==> config.mk <==
export PLATFORM = sky130hd
export DESIGN_NAME = ebp_bridge_pwm
export DESIGN_NICKNAME = d
export VERILOG_FILES = /design/src/rtl/ebp_pkg.sv /design/src/rtl/ebp_bridge_pwm.sv
export SDC_FILE = /design/constraint.sdc
export NUM_CORES = 1
export LEC_CHECK = 0
export BUFFER_PORTS_ARGS = -buffer_cell sky130_fd_sc_hd__buf_2
export CORE_MARGIN = 1.5
export CORE_UTILIZATION = 55
export CTS_CLUSTER_SIZE = 16
export DETAILED_ROUTE_END_ITERATION = 10
export PLACE_DENSITY = 0.79
export RECOVER_POWER = 25
export REMOVE_ABC_BUFFERS = 1
export SLEW_MARGIN = 0
export SYNTH_ARGS = -nofsm -noshare
export SYNTH_HDL_FRONTEND = slang
export SYNTH_SLANG_ARGS = --single-unit
==> constraint.sdc <==
create_clock -name CLK -period 2.6 [get_ports CLK]
set_clock_uncertainty 0.05 [all_clocks]
set_input_delay 0.26 -clock CLK [delete_from_list [all_inputs] [get_ports CLK]]
set_output_delay 0.26 -clock CLK [all_outputs]
set_load 0.02 [all_outputs]
==> src/rtl/ebp_pkg.sv <==
// Purpose: Shared constants for the enhanced bridge PWM output stage
// Assumes: AXI4-Lite byte addresses, 32-bit data, 8-bit registers in low lane
// Notes: Register image, field positions, reset values and mode encodings
`default_nettype none

package ebp_pkg;
    localparam int ADDR_W = 6;
    // Register byte offsets
    localparam logic [ADDR_W-1:0] OFF_CTRL = 6'h00;
    localparam logic [ADDR_W-1:0] OFF_DUTY = 6'h04;
    localparam logic [ADDR_W-1:0] OFF_PERIOD = 6'h08;
    localparam logic [ADDR_W-1:0] OFF_TCON = 6'h0c;
    localparam logic [ADDR_W-1:0] OFF_TCOUNT = 6'h10;
    localparam logic [ADDR_W-1:0] OFF_DEADBAND = 6'h14;
    localparam logic [ADDR_W-1:0] OFF_STEER = 6'h18;
    localparam logic [ADDR_W-1:0] OFF_DIR = 6'h1c;
    localparam logic [ADDR_W-1:0] OFF_SHADOW = 6'h20;
    localparam logic [ADDR_W-1:0] OFF_TSEL_LO = 6'h24;
    localparam logic [ADDR_W-1:0] OFF_TSEL_HI = 6'h28;
    localparam logic [ADDR_W-1:0] OFF_SLEEP = 6'h2c;
    localparam logic [ADDR_W-1:0] OFF_STATUS = 6'h30;
    // Control and timer control register fields, timer select width
    localparam int CFG_LSB = 6;
    localparam int DUTY_LO_LSB = 4;
    localparam int MODE_LSB = 0;
    localparam int TCON_ON_BIT = 2;
    localparam int TCON_PS_LSB = 0;
    localparam int TSEL_HI_W = 2;
    // Reset values
    localparam logic [7:0] CTRL_RST = 8'h00;
    localparam logic [7:0] DUTY_RST = 8'h00;
    localparam logic [7:0] PERIOD_RST = 8'hff;
    localparam logic [7:0] TCON_RST = 8'h00;
    localparam logic [7:0] TSEL_RST = 8'h00;
    localparam logic [3:0] STEER_RST = 4'h1;
    localparam logic [3:0] DIR_RST = 4'hf;
    // Output configuration and mode field encodings
    localparam logic [1:0] CFG_SINGLE = 2'h0;
    localparam logic [1:0] CFG_FWD = 2'h1;
    localparam logic [1:0] CFG_HALF = 2'h2;
    localparam logic [1:0] CFG_REV = 2'h3;
    localparam logic [1:0] MODE_PWM = 2'h3;
    // Prescale select codes
    localparam logic [1:0] PS_1 = 2'h0;
    localparam logic [1:0] PS_4 = 2'h1;
    // System clocks per instruction cycle
    localparam int CLK_PER_TCY = 4;
    localparam logic [1:0] RESP_OKAY = 2'h0;
    localparam logic [1:0] RESP_SLVERR = 2'h2;
endpackage : ebp_pkg

`default_nettype wire

==> src/rtl/ebp_bridge_pwm.sv <==
// Purpose: Enhanced PWM output stage with single, half-bridge and full-bridge modes
// Assumes: CLK is the system clock; AXI4-Lite master keeps one write and one read in flight
// Notes: Steering sync, auto-shutdown, restart and direction-change sequencing not built
//
// Behaviour
// - PWM rate follows system clock directly
// - Reset makes pins inputs, registers default
// - Config field selects single, half, full
// - Four outputs, 10-bit duty, timer period
// - Mode bits select polarity of outputs
// - No output until next period begins
// - Time base is timer plus two bits
// - Half-bridge: A is PWM, B complement
// - Dead-band delays each half-bridge inactive-to-active edge
// - Delay beyond duty keeps output inactive
// - Forward: A active, D modulated
// - Reverse: C active, B modulated
// - Single mode: steering picks driven pins
// - Pin driven only when direction is output
// - Zero control register releases the pins
// - Unused pins stay free, never driven
// - Period match clears timer, sets, latches
// - Time base equal duty clears output
// - Duty from upper register plus two bits
// - Sleep freezes timer, state and outputs
`default_nettype none

module ebp_bridge_pwm
    import ebp_pkg::*;
#(
    parameter int DB_W = 7
) (
    input wire logic CLK,
    input wire logic RESET,
    input wire logic [ADDR_W-1:0] AWADDR,
    input wire logic AWVALID,
    output logic AWREADY,
    input wire logic [31:0] WDATA,
    input wire logic [3:0] WSTRB,
    input wire logic WVALID,
    output logic WREADY,
    output logic [1:0] BRESP,
    output logic BVALID,
    input wire logic BREADY,
    input wire logic [ADDR_W-1:0] ARADDR,
    input wire logic ARVALID,
    output logic ARREADY,
    output logic [31:0] RDATA,
    output logic [1:0] RRESP,
    output logic RVALID,
    input wire logic RREADY,
    output logic [3:0] BRIDGE_OUT,
    output logic [3:0] BRIDGE_OE
);
    localparam int CNT_W = DB_W + 2;

    generate
        if (DB_W < 1 || DB_W > 7) begin : g_bad_db
            $error("DB_W must be 1..7");
        end
    endgenerate

    // Software registers
    logic [7:0] ccp_control;
    logic [7:0] duty_upper_reg;
    logic [7:0] timer_period;
    logic [7:0] timer_control;
    logic [7:0] timer_count;
    logic [DB_W-1:0] deadband_count;
    logic [3:0] steer;
    logic [3:0] pin_direction_bits;
    logic [7:0] pwm_timer_select_low;
    logic [TSEL_HI_W-1:0] pwm_timer_select_high;
    logic sleep;

    // Bus slave state
    logic aw_held, w_held;
    logic [ADDR_W-1:0] aw_addr;
    logic [7:0] w_byte;
    logic w_lane0;
    logic aw_hs, w_hs, ar_hs, do_write;
    logic next_aw_held, next_w_held, next_rvalid, next_bvalid;
    logic wr_ctrl, wr_tcount;

    assign aw_hs = AWVALID & AWREADY;
    assign w_hs = WVALID & WREADY;
    assign ar_hs = ARVALID & ARREADY;
    assign do_write = aw_held & w_held & ~BVALID;
    assign next_aw_held = (aw_held | aw_hs) & ~do_write;
    assign next_w_held = (w_held | w_hs) & ~do_write;
    assign next_bvalid = do_write | (BVALID & ~BREADY);
    assign next_rvalid = ar_hs | (RVALID & ~RREADY);
    assign wr_ctrl = do_write & w_lane0 & (aw_addr == OFF_CTRL);
    assign wr_tcount = do_write & w_lane0 & (aw_addr == OFF_TCOUNT);

    always_ff @(posedge CLK) begin
        if (RESET) begin
            aw_held <= 1'b0;
            w_held <= 1'b0;
            aw_addr <= '0;
            w_byte <= 8'h00;
            w_lane0 <= 1'b0;
            AWREADY <= 1'b0;
            WREADY <= 1'b0;
            BVALID <= 1'b0;
            BRESP <= RESP_OKAY;
        end else begin
            aw_held <= next_aw_held;
            w_held <= next_w_held;
            AWREADY <= ~next_aw_held;
            WREADY <= ~next_w_held;
            BVALID <= next_bvalid;
            if (aw_hs) begin
                aw_addr <= {AWADDR[ADDR_W-1:2], 2'h0};
            end
            if (w_hs) begin
                w_byte <= WDATA[7:0];
                w_lane0 <= WSTRB[0];
            end
            if (do_write) begin
                BRESP <= (aw_addr > OFF_STATUS) ? RESP_SLVERR : RESP_OKAY;
            end
        end
    end

    // Registers only take byte lane 0; other lanes are ignored
    always_ff @(posedge CLK) begin
        if (RESET) begin
            ccp_control <= CTRL_RST;
            duty_upper_reg <= DUTY_RST;
            timer_period <= PERIOD_RST;
            timer_control <= TCON_RST;
            deadband_count <= '0;
            steer <= STEER_RST;
            pin_direction_bits <= DIR_RST;
            pwm_timer_select_low <= TSEL_RST;
            pwm_timer_select_high <= '0;
            sleep <= 1'b0;
        end else if (do_write && w_lane0) begin
            unique case (aw_addr)
                OFF_CTRL: ccp_control <= w_byte;
                OFF_DUTY: duty_upper_reg <= w_byte;
                OFF_PERIOD: timer_period <= w_byte;
                OFF_TCON: timer_control <= w_byte;
                OFF_DEADBAND: deadband_count <= w_byte[DB_W-1:0];
                OFF_STEER: steer <= w_byte[3:0];
                OFF_DIR: pin_direction_bits <= w_byte[3:0];
                OFF_TSEL_LO: pwm_timer_select_low <= w_byte;
                OFF_TSEL_HI: pwm_timer_select_high <= w_byte[TSEL_HI_W-1:0];
                OFF_SLEEP: sleep <= w_byte[0];
                default: ;
            endcase
        end
    end

    // Time base
    logic [5:0] pre;
    logic [1:0] low2;
    logic tick, timer_on, period_start;
    logic [9:0] time_base, duty_buf, duty_shadow;
    logic [1:0] ps;

    assign ps = timer_control[TCON_PS_LSB +: 2];
    assign timer_on = timer_control[TCON_ON_BIT];
    assign duty_buf = {duty_upper_reg, ccp_control[DUTY_LO_LSB +: 2]};

    always_comb begin
        unique case (ps)
            PS_1: begin
                tick = (pre[1:0] == 2'h3);
                low2 = pre[1:0];
            end
            PS_4: begin
                tick = (pre[3:0] == 4'hf);
                low2 = pre[3:2];
            end
            default: begin
                tick = (pre == 6'h3f);
                low2 = pre[5:4];
            end
        endcase
    end

    assign time_base = {timer_count, low2};
    assign period_start = timer_on & ~sleep & tick & (timer_count == timer_period);

    // Counted straight off CLK, so the PWM rate scales with it
    always_ff @(posedge CLK) begin
        if (RESET) begin
            pre <= 6'h00;
        end else if (timer_on && !sleep) begin
            pre <= pre + 6'h01;
        end
    end

    always_ff @(posedge CLK) begin
        if (RESET) begin
            timer_count <= 8'h00;
        end else if (wr_tcount) begin
            timer_count <= w_byte;
        end else if (period_start) begin
            timer_count <= 8'h00;
        end else if (timer_on && !sleep && tick) begin
            timer_count <= timer_count + 8'h01;
        end
    end

    // Modulator
    logic pwm_en, armed, pwm, pwm_lvl;
    logic [1:0] cur_cfg;
    logic cur_inv_ac, cur_inv_bd;

    assign pwm_en = (ccp_control[MODE_LSB+2 +: 2] == MODE_PWM);

    always_ff @(posedge CLK) begin
        if (RESET) begin
            duty_shadow <= 10'h000;
            pwm <= 1'b0;
        end else if (period_start) begin
            duty_shadow <= duty_buf;
            pwm <= (duty_buf != 10'h000);
        end else if (!sleep && time_base == duty_shadow) begin
            pwm <= 1'b0;
        end
    end

    // PWM level drops in the very cycle the time base hits duty; the registered pin drops one later
    assign pwm_lvl = pwm & (time_base != duty_shadow);

    // Mode and polarity latch only at a boundary, so bridge legs never glitch
    always_ff @(posedge CLK) begin
        if (RESET) begin
            armed <= 1'b0;
            cur_cfg <= CFG_SINGLE;
            cur_inv_ac <= 1'b0;
            cur_inv_bd <= 1'b0;
        end else if (!pwm_en) begin
            armed <= 1'b0;
        end else if (period_start) begin
            armed <= 1'b1;
            cur_cfg <= ccp_control[CFG_LSB +: 2];
            cur_inv_ac <= ccp_control[MODE_LSB+1];
            cur_inv_bd <= ccp_control[MODE_LSB];
        end
    end

    // Dead-band on the rising edge of each half-bridge leg
    logic [1:0] raw, del;
    logic [CNT_W-1:0] db_target;

    assign raw = {~pwm_lvl, pwm_lvl};
    assign db_target = {deadband_count, 2'h0};

    generate
        for (genvar k = 0; k < 2; k++) begin : g_db
            logic [CNT_W-1:0] cnt;
            assign del[k] = raw[k] & (cnt >= db_target);
            always_ff @(posedge CLK) begin
                if (RESET) begin
                    cnt <= '0;
                end else if (!sleep) begin
                    if (!raw[k]) begin
                        cnt <= '0;
                    end else if (cnt < db_target) begin
                        cnt <= cnt + CNT_W'(1);
                    end
                end
            end
        end
    endgenerate

    // Pin steering
    logic [3:0] next_act, next_used, next_inv;

    assign next_inv = {cur_inv_bd, cur_inv_ac, cur_inv_bd, cur_inv_ac};

    always_comb begin
        unique case (cur_cfg)
            CFG_SINGLE: begin
                next_used = steer;
                next_act = steer & {4{pwm_lvl}};
            end
            CFG_HALF: begin
                next_used = 4'h3;
                next_act = {2'h0, del[1], del[0]};
            end
            CFG_FWD: begin
                next_used = 4'hf;
                next_act = {pwm_lvl, 2'h0, 1'b1};
            end
            default: begin
                next_used = 4'hf;
                next_act = {1'b0, 1'b1, pwm_lvl, 1'b0};
            end
        endcase
        if (!armed) begin
            next_act = 4'h0;
        end
    end

    always_ff @(posedge CLK) begin
        if (RESET) begin
            BRIDGE_OUT <= 4'h0;
            BRIDGE_OE <= 4'h0;
        end else if (!sleep) begin
            BRIDGE_OUT <= next_act ^ next_inv;
            BRIDGE_OE <= next_used & ~pin_direction_bits & {4{pwm_en}};
        end
    end

    // Read channel
    logic [7:0] rd_byte;
    logic [31:0] rd_word;

    always_comb begin
        rd_byte = 8'h00;
        rd_word = 32'h0000_0000;
        unique case ({ARADDR[ADDR_W-1:2], 2'h0})
            OFF_CTRL: rd_byte = ccp_control;
            OFF_DUTY: rd_byte = duty_upper_reg;
            OFF_PERIOD: rd_byte = timer_period;
            OFF_TCON: rd_byte = timer_control;
            OFF_TCOUNT: rd_byte = timer_count;
            OFF_DEADBAND: rd_byte = 8'(deadband_count);
            OFF_STEER: rd_byte = {4'h0, steer};
            OFF_DIR: rd_byte = {4'h0, pin_direction_bits};
            OFF_SHADOW: rd_word = {22'h0, duty_shadow};
            OFF_TSEL_LO: rd_byte = pwm_timer_select_low;
            OFF_TSEL_HI: rd_byte = 8'(pwm_timer_select_high);
            OFF_SLEEP: rd_byte = {7'h00, sleep};
            OFF_STATUS: rd_byte = {1'b0, cur_cfg, armed, BRIDGE_OUT};
            default: ;
        endcase
    end

    always_ff @(posedge CLK) begin
        if (RESET) begin
            ARREADY <= 1'b0;
            RVALID <= 1'b0;
            RDATA <= 32'h0000_0000;
            RRESP <= RESP_OKAY;
        end else begin
            ARREADY <= ~next_rvalid;
            RVALID <= next_rvalid;
            if (ar_hs) begin
                RDATA <= rd_word | {24'h000000, rd_byte};
                RRESP <= (ARADDR > OFF_STATUS + 6'h3) ? RESP_SLVERR : RESP_OKAY;
            end
        end
    end

    // Checks
    a_reset_inputs: assert property (@(posedge CLK) RESET |=> BRIDGE_OE == 4'h0)
        else $error("pins not inputs after reset");
    a_release_pins: assert property (@(posedge CLK) disable iff (RESET)
        (ccp_control == 8'h00 && !sleep) |=> BRIDGE_OE == 4'h0)
        else $error("pins held with control cleared");
    a_dir_gate: assert property (@(posedge CLK) disable iff (RESET)
        (pin_direction_bits[0] && !sleep) |=> !BRIDGE_OE[0])
        else $error("pin driven while set as input");
    a_start_wait: assert property (@(posedge CLK) disable iff (RESET)
        $rose(armed) |-> $past(period_start))
        else $error("output armed mid-period");
    a_duty_latch: assert property (@(posedge CLK) disable iff (RESET)
        period_start |=> duty_shadow == $past(duty_buf) &&
        pwm == ($past(duty_buf) != 10'h000))
        else $error("duty not latched at period end");
    a_match_clear: assert property (@(posedge CLK) disable iff (RESET)
        (!sleep && !period_start && time_base == duty_shadow) |=> !pwm)
        else $error("output not cleared on duty match");
    a_fwd_drive: assert property (@(posedge CLK) disable iff (RESET)
        (armed && pwm_en && !period_start && !sleep && cur_cfg == CFG_FWD) |=>
        BRIDGE_OUT == ({$past(pwm_lvl), 2'h0, 1'b1} ^ $past(next_inv)))
        else $error("forward bridge pins wrong");
    a_rev_drive: assert property (@(posedge CLK) disable iff (RESET)
        (armed && pwm_en && !period_start && !sleep && cur_cfg == CFG_REV) |=>
        BRIDGE_OUT == ({2'h1, $past(pwm_lvl), 1'b0} ^ $past(next_inv)))
        else $error("reverse bridge pins wrong");
    a_half_unused: assert property (@(posedge CLK) disable iff (RESET)
        (!sleep && !period_start && cur_cfg == CFG_HALF) |=> BRIDGE_OE[3:2] == 2'h0)
        else $error("unused half-bridge pins driven");
    a_db_hold: assert property (@(posedge CLK) disable iff (RESET)
        ($rose(raw[0]) && deadband_count != '0 && !sleep) |-> !del[0] ##1 !del[0])
        else $error("dead-band not applied");
    a_sleep_freeze: assert property (@(posedge CLK) disable iff (RESET)
        (sleep && !do_write) |=> $stable(timer_count) && $stable(BRIDGE_OUT))
        else $error("state moved during sleep");

endmodule // ebp_bridge_pwm

`default_nettype wire

==> impl_metrics.ini <==
[synthesis]
ys_seq_area_share_pct = 37.9
synth.cell_area_sq_um = 7700
synth_edf_count = 0
syn_avg_cell_area_sq_um = 8.34
async_flop_share_pct = 0
yosys_warnings = 0
ys_seq_elements = 146
synth_ff_type = dfxtp_1
synth_cell_type_count = 68
synth_cells = 924

[setup_path]
worstPathMaxFanout = 9
critPathRequiredTime_ns = 2.91
endpoint = g_db[1].cnt[5]
cpPeakStageDelay_ns = 0.44
crit_path_end_kind = register
critPathLaunch = deadband_count[4]
reg2reg_depth = 8
cp_cell_sequence = inv_1, ha_1, a21o_1, a21o_1, a21o_1, or3_4, a211oi_1, mux2i_1
r2r_setup_slack_ns = 0.16
path_depth = 8
crit_path_frequent_cell = a21o_1
r2r-end = g_db[1].cnt[5]
crit_arrival_ns = 2.75
cp_top_family = compound AO/OA/AOI/OAI gates
start_kind = register
critPathKind = reg2reg
path_buf_inv = 1
rr_startpoint = deadband_count[4]
crit_path_top_delay_cell = or3_4

[status]
status = complete, but fails checks
violations = capacitance limit, slew limit

[power_and_ir_drop]
p_leak_uw = 0.00333
p_per_area_nw_per_um2 = 603
ir_worst_vdd_mv = 0.518

[floorplan]
fp-row-count = 43
initial_core_util_pct = 55.9
die-area_sq_um = 14700
die_y_um = 121
pin_count = 104
core-area_sq_um = 13800
die_x_um = 121

[clock_network]
clock-root-buffer = clkbuf_16
clockBufferDepth = 2
hold_buffers = 0
cts_sinks = 146
clk_pin_slew_ns = 0.06
clock_latency_ns = 0.43
numCtsBuffers = 17
cts_tree = built
htree_levels = 4

[cells_and_area]
nFillCells = 1219
layout_common_cells = dfxtp_1, nand2_1, nor2_1, mux2i_1, a21oi_1
synthToLayoutAreaGrowth_pct = 11.3
layout.nets = 1024
layout_commonest_cell = dfxtp_1
regMostFlops = g_db.cnt
reg_top3 = g_db.cnt (18), RDATA (10), duty_shadow (10)
layout-drive-gt1-share_pct = 11.4
largest_reg_flops = 18
n_antenna_cell = 0
fin_cells = 1138

[placed_design]
dp.final_hpwl_mm = 14.2
numPortBuffers = 48
numPlacedInstances = 1106
place_congestion = 0.987

[route]
via_per_inst = 6.06
drt_wl_total_mm = 20.6
wl_per_cell_um = 18.1
drc = 0
first_pass_iters = 5
final_antenna_net_count = 0
num_vias = 6898
drt_iter0_drc = 625

[sta]
period_minus_slack_ns = 2.44
clock.fmax_mhz = 409
drv_slew = 90
maxSlewHeadroom_pct = -24.3
worst_pin_slew_ns = 1.86
finalSetupViolCount = 0
period_share_pct = 94.0
rsz0062_at_grt = no
hold_viol_final = 0
setup_tns_ns = 0

[worst_hold_path]
hold_path_class = in2reg

[global_route]
antenna_found_initial = 0
track_usage_pct = 28.7
grt_pass1_vias = 6277
overflow = 0
grt_max_degree = 90
grt_pass1_wl_mm = 32.6

[run]
drv_cap = 1
repair_timing:
item | CTS | global route
endpoints found under the hold margin | 0 | 0
setup buffers | 0 | 0
resized for setup | 0 | 5
endpoints found under the setup margin | 0 | 7
stage by stage:
step / worst slack [ns] / power [uW] / utilization [%] / hold slack, ns / instance area (sq um)
finish: 0.156 / 5170 / 62.3 / 0.0131 / 8580
global route: 0.0270 / 5310 / 62.3 / 0.0131 / 8580
detailed placement: 0.100 / 2720 / 57.9 / 0.396 / 7980
floorplan: 0.0475 / 2560 / - / 0.275 / 7330
CTS: 0.0815 / 5180 / 62.3 / 0.0100 / 8580
global placement: 0.122 / 2720 / 57.9 / 0.389 / 7980
synth_stat cells (all sizes together), types with 8 or more instances:
master,instances,area share [%]
dfxtp,146,38
nand2,97,4.7
nor2,85,4.2
mux2i,72,9.4
a21oi,68,4.4
nand3,61,4.0
clkbuf,52,2.5
buf,40,3.4
o21ai,28,1.8
inv,27,1.3
ha,24,3.9
nor3,21,1.5
nand4,19,1.6
xnor2,17,1.9
a211oi,14,1.4
nor2b,13,1.1
a22oi,10,0.97
a31oi,9,0.81
and3,9,0.73
nand3b,9,1.1
a21o,8,0.78
how the worst min path moves through the flow:
stage              from  cells past startpoint  slack [ns]        end
2_1_floorplan     RESET                      1        0.27      armed
3_3_place_gp   RRESP[1]                      2        0.39   RRESP[1]
3_5_place_dp   RDATA[8]                      2        0.40   RDATA[8]
4_1_cts        WDATA[5]                      3        0.01  w_byte[5]
5_1_grt        WDATA[5]                      3        0.01  w_byte[5]
6_report       WDATA[5]                      3        0.01  w_byte[5]
logic make-up (layout without fill, tap and decap cells):
family / after synthesis / in the layout / share of synthesized area (%)
other cells: 1 / 24 / 0.0487
buf+inv: 120 / 131 / 7.29
compound gates: 182 / 182 / 15.1
fa+ha+maj: 24 / 24 / 3.90
xor+xnor: 21 / 21 / 2.39
simple gates: 348 / 348 / 22.1
mux: 82 / 82 / 11.3
flops: 146 / 146 / 37.9
where the power goes:
group / internal [uW] / switching (uW) / total [uW] / leakage [uW]
Sequential: 2270 / 67.1 / 2340 / 0.00118
Combinational: 112 / 228 / 339 / 0.00186
Clock: 1480 / 1010 / 2490 / 0.000288
Total: 3860 / 1310 / 5170 / 0.00333
routing by layer:
layer | wire (um) | GRT usage, %
met5 | 0 | 0
met4 | 697 | 12.3
met3 | 1300 | 5.69
met2 | 9910 | 47.0
met1 | 8690 | 36.9
area by class of cell:
| class | count | area [sq um] | area share [%] |
|---|---|---|---|
| clock buffers | 19 | 453 | 5.28 |
| flip-flops and latches | 146 | 2920 | 34.1 |
| clock inverters | 13 | 151 | 1.77 |
| repair buffers | 71 | 385 | 4.49 |
| inverters | 28 | 105 | 1.23 |
| well taps | 180 | 225 | 2.63 |
| multi-input cells | 681 | 4330 | 50.5 |
tightest hold or removal path, stage by stage:
cell and delay (ns):
buf_2 0.10, nand2_1 0.04, a21oi_1 0.05
(Power assumes the default switching activity.)
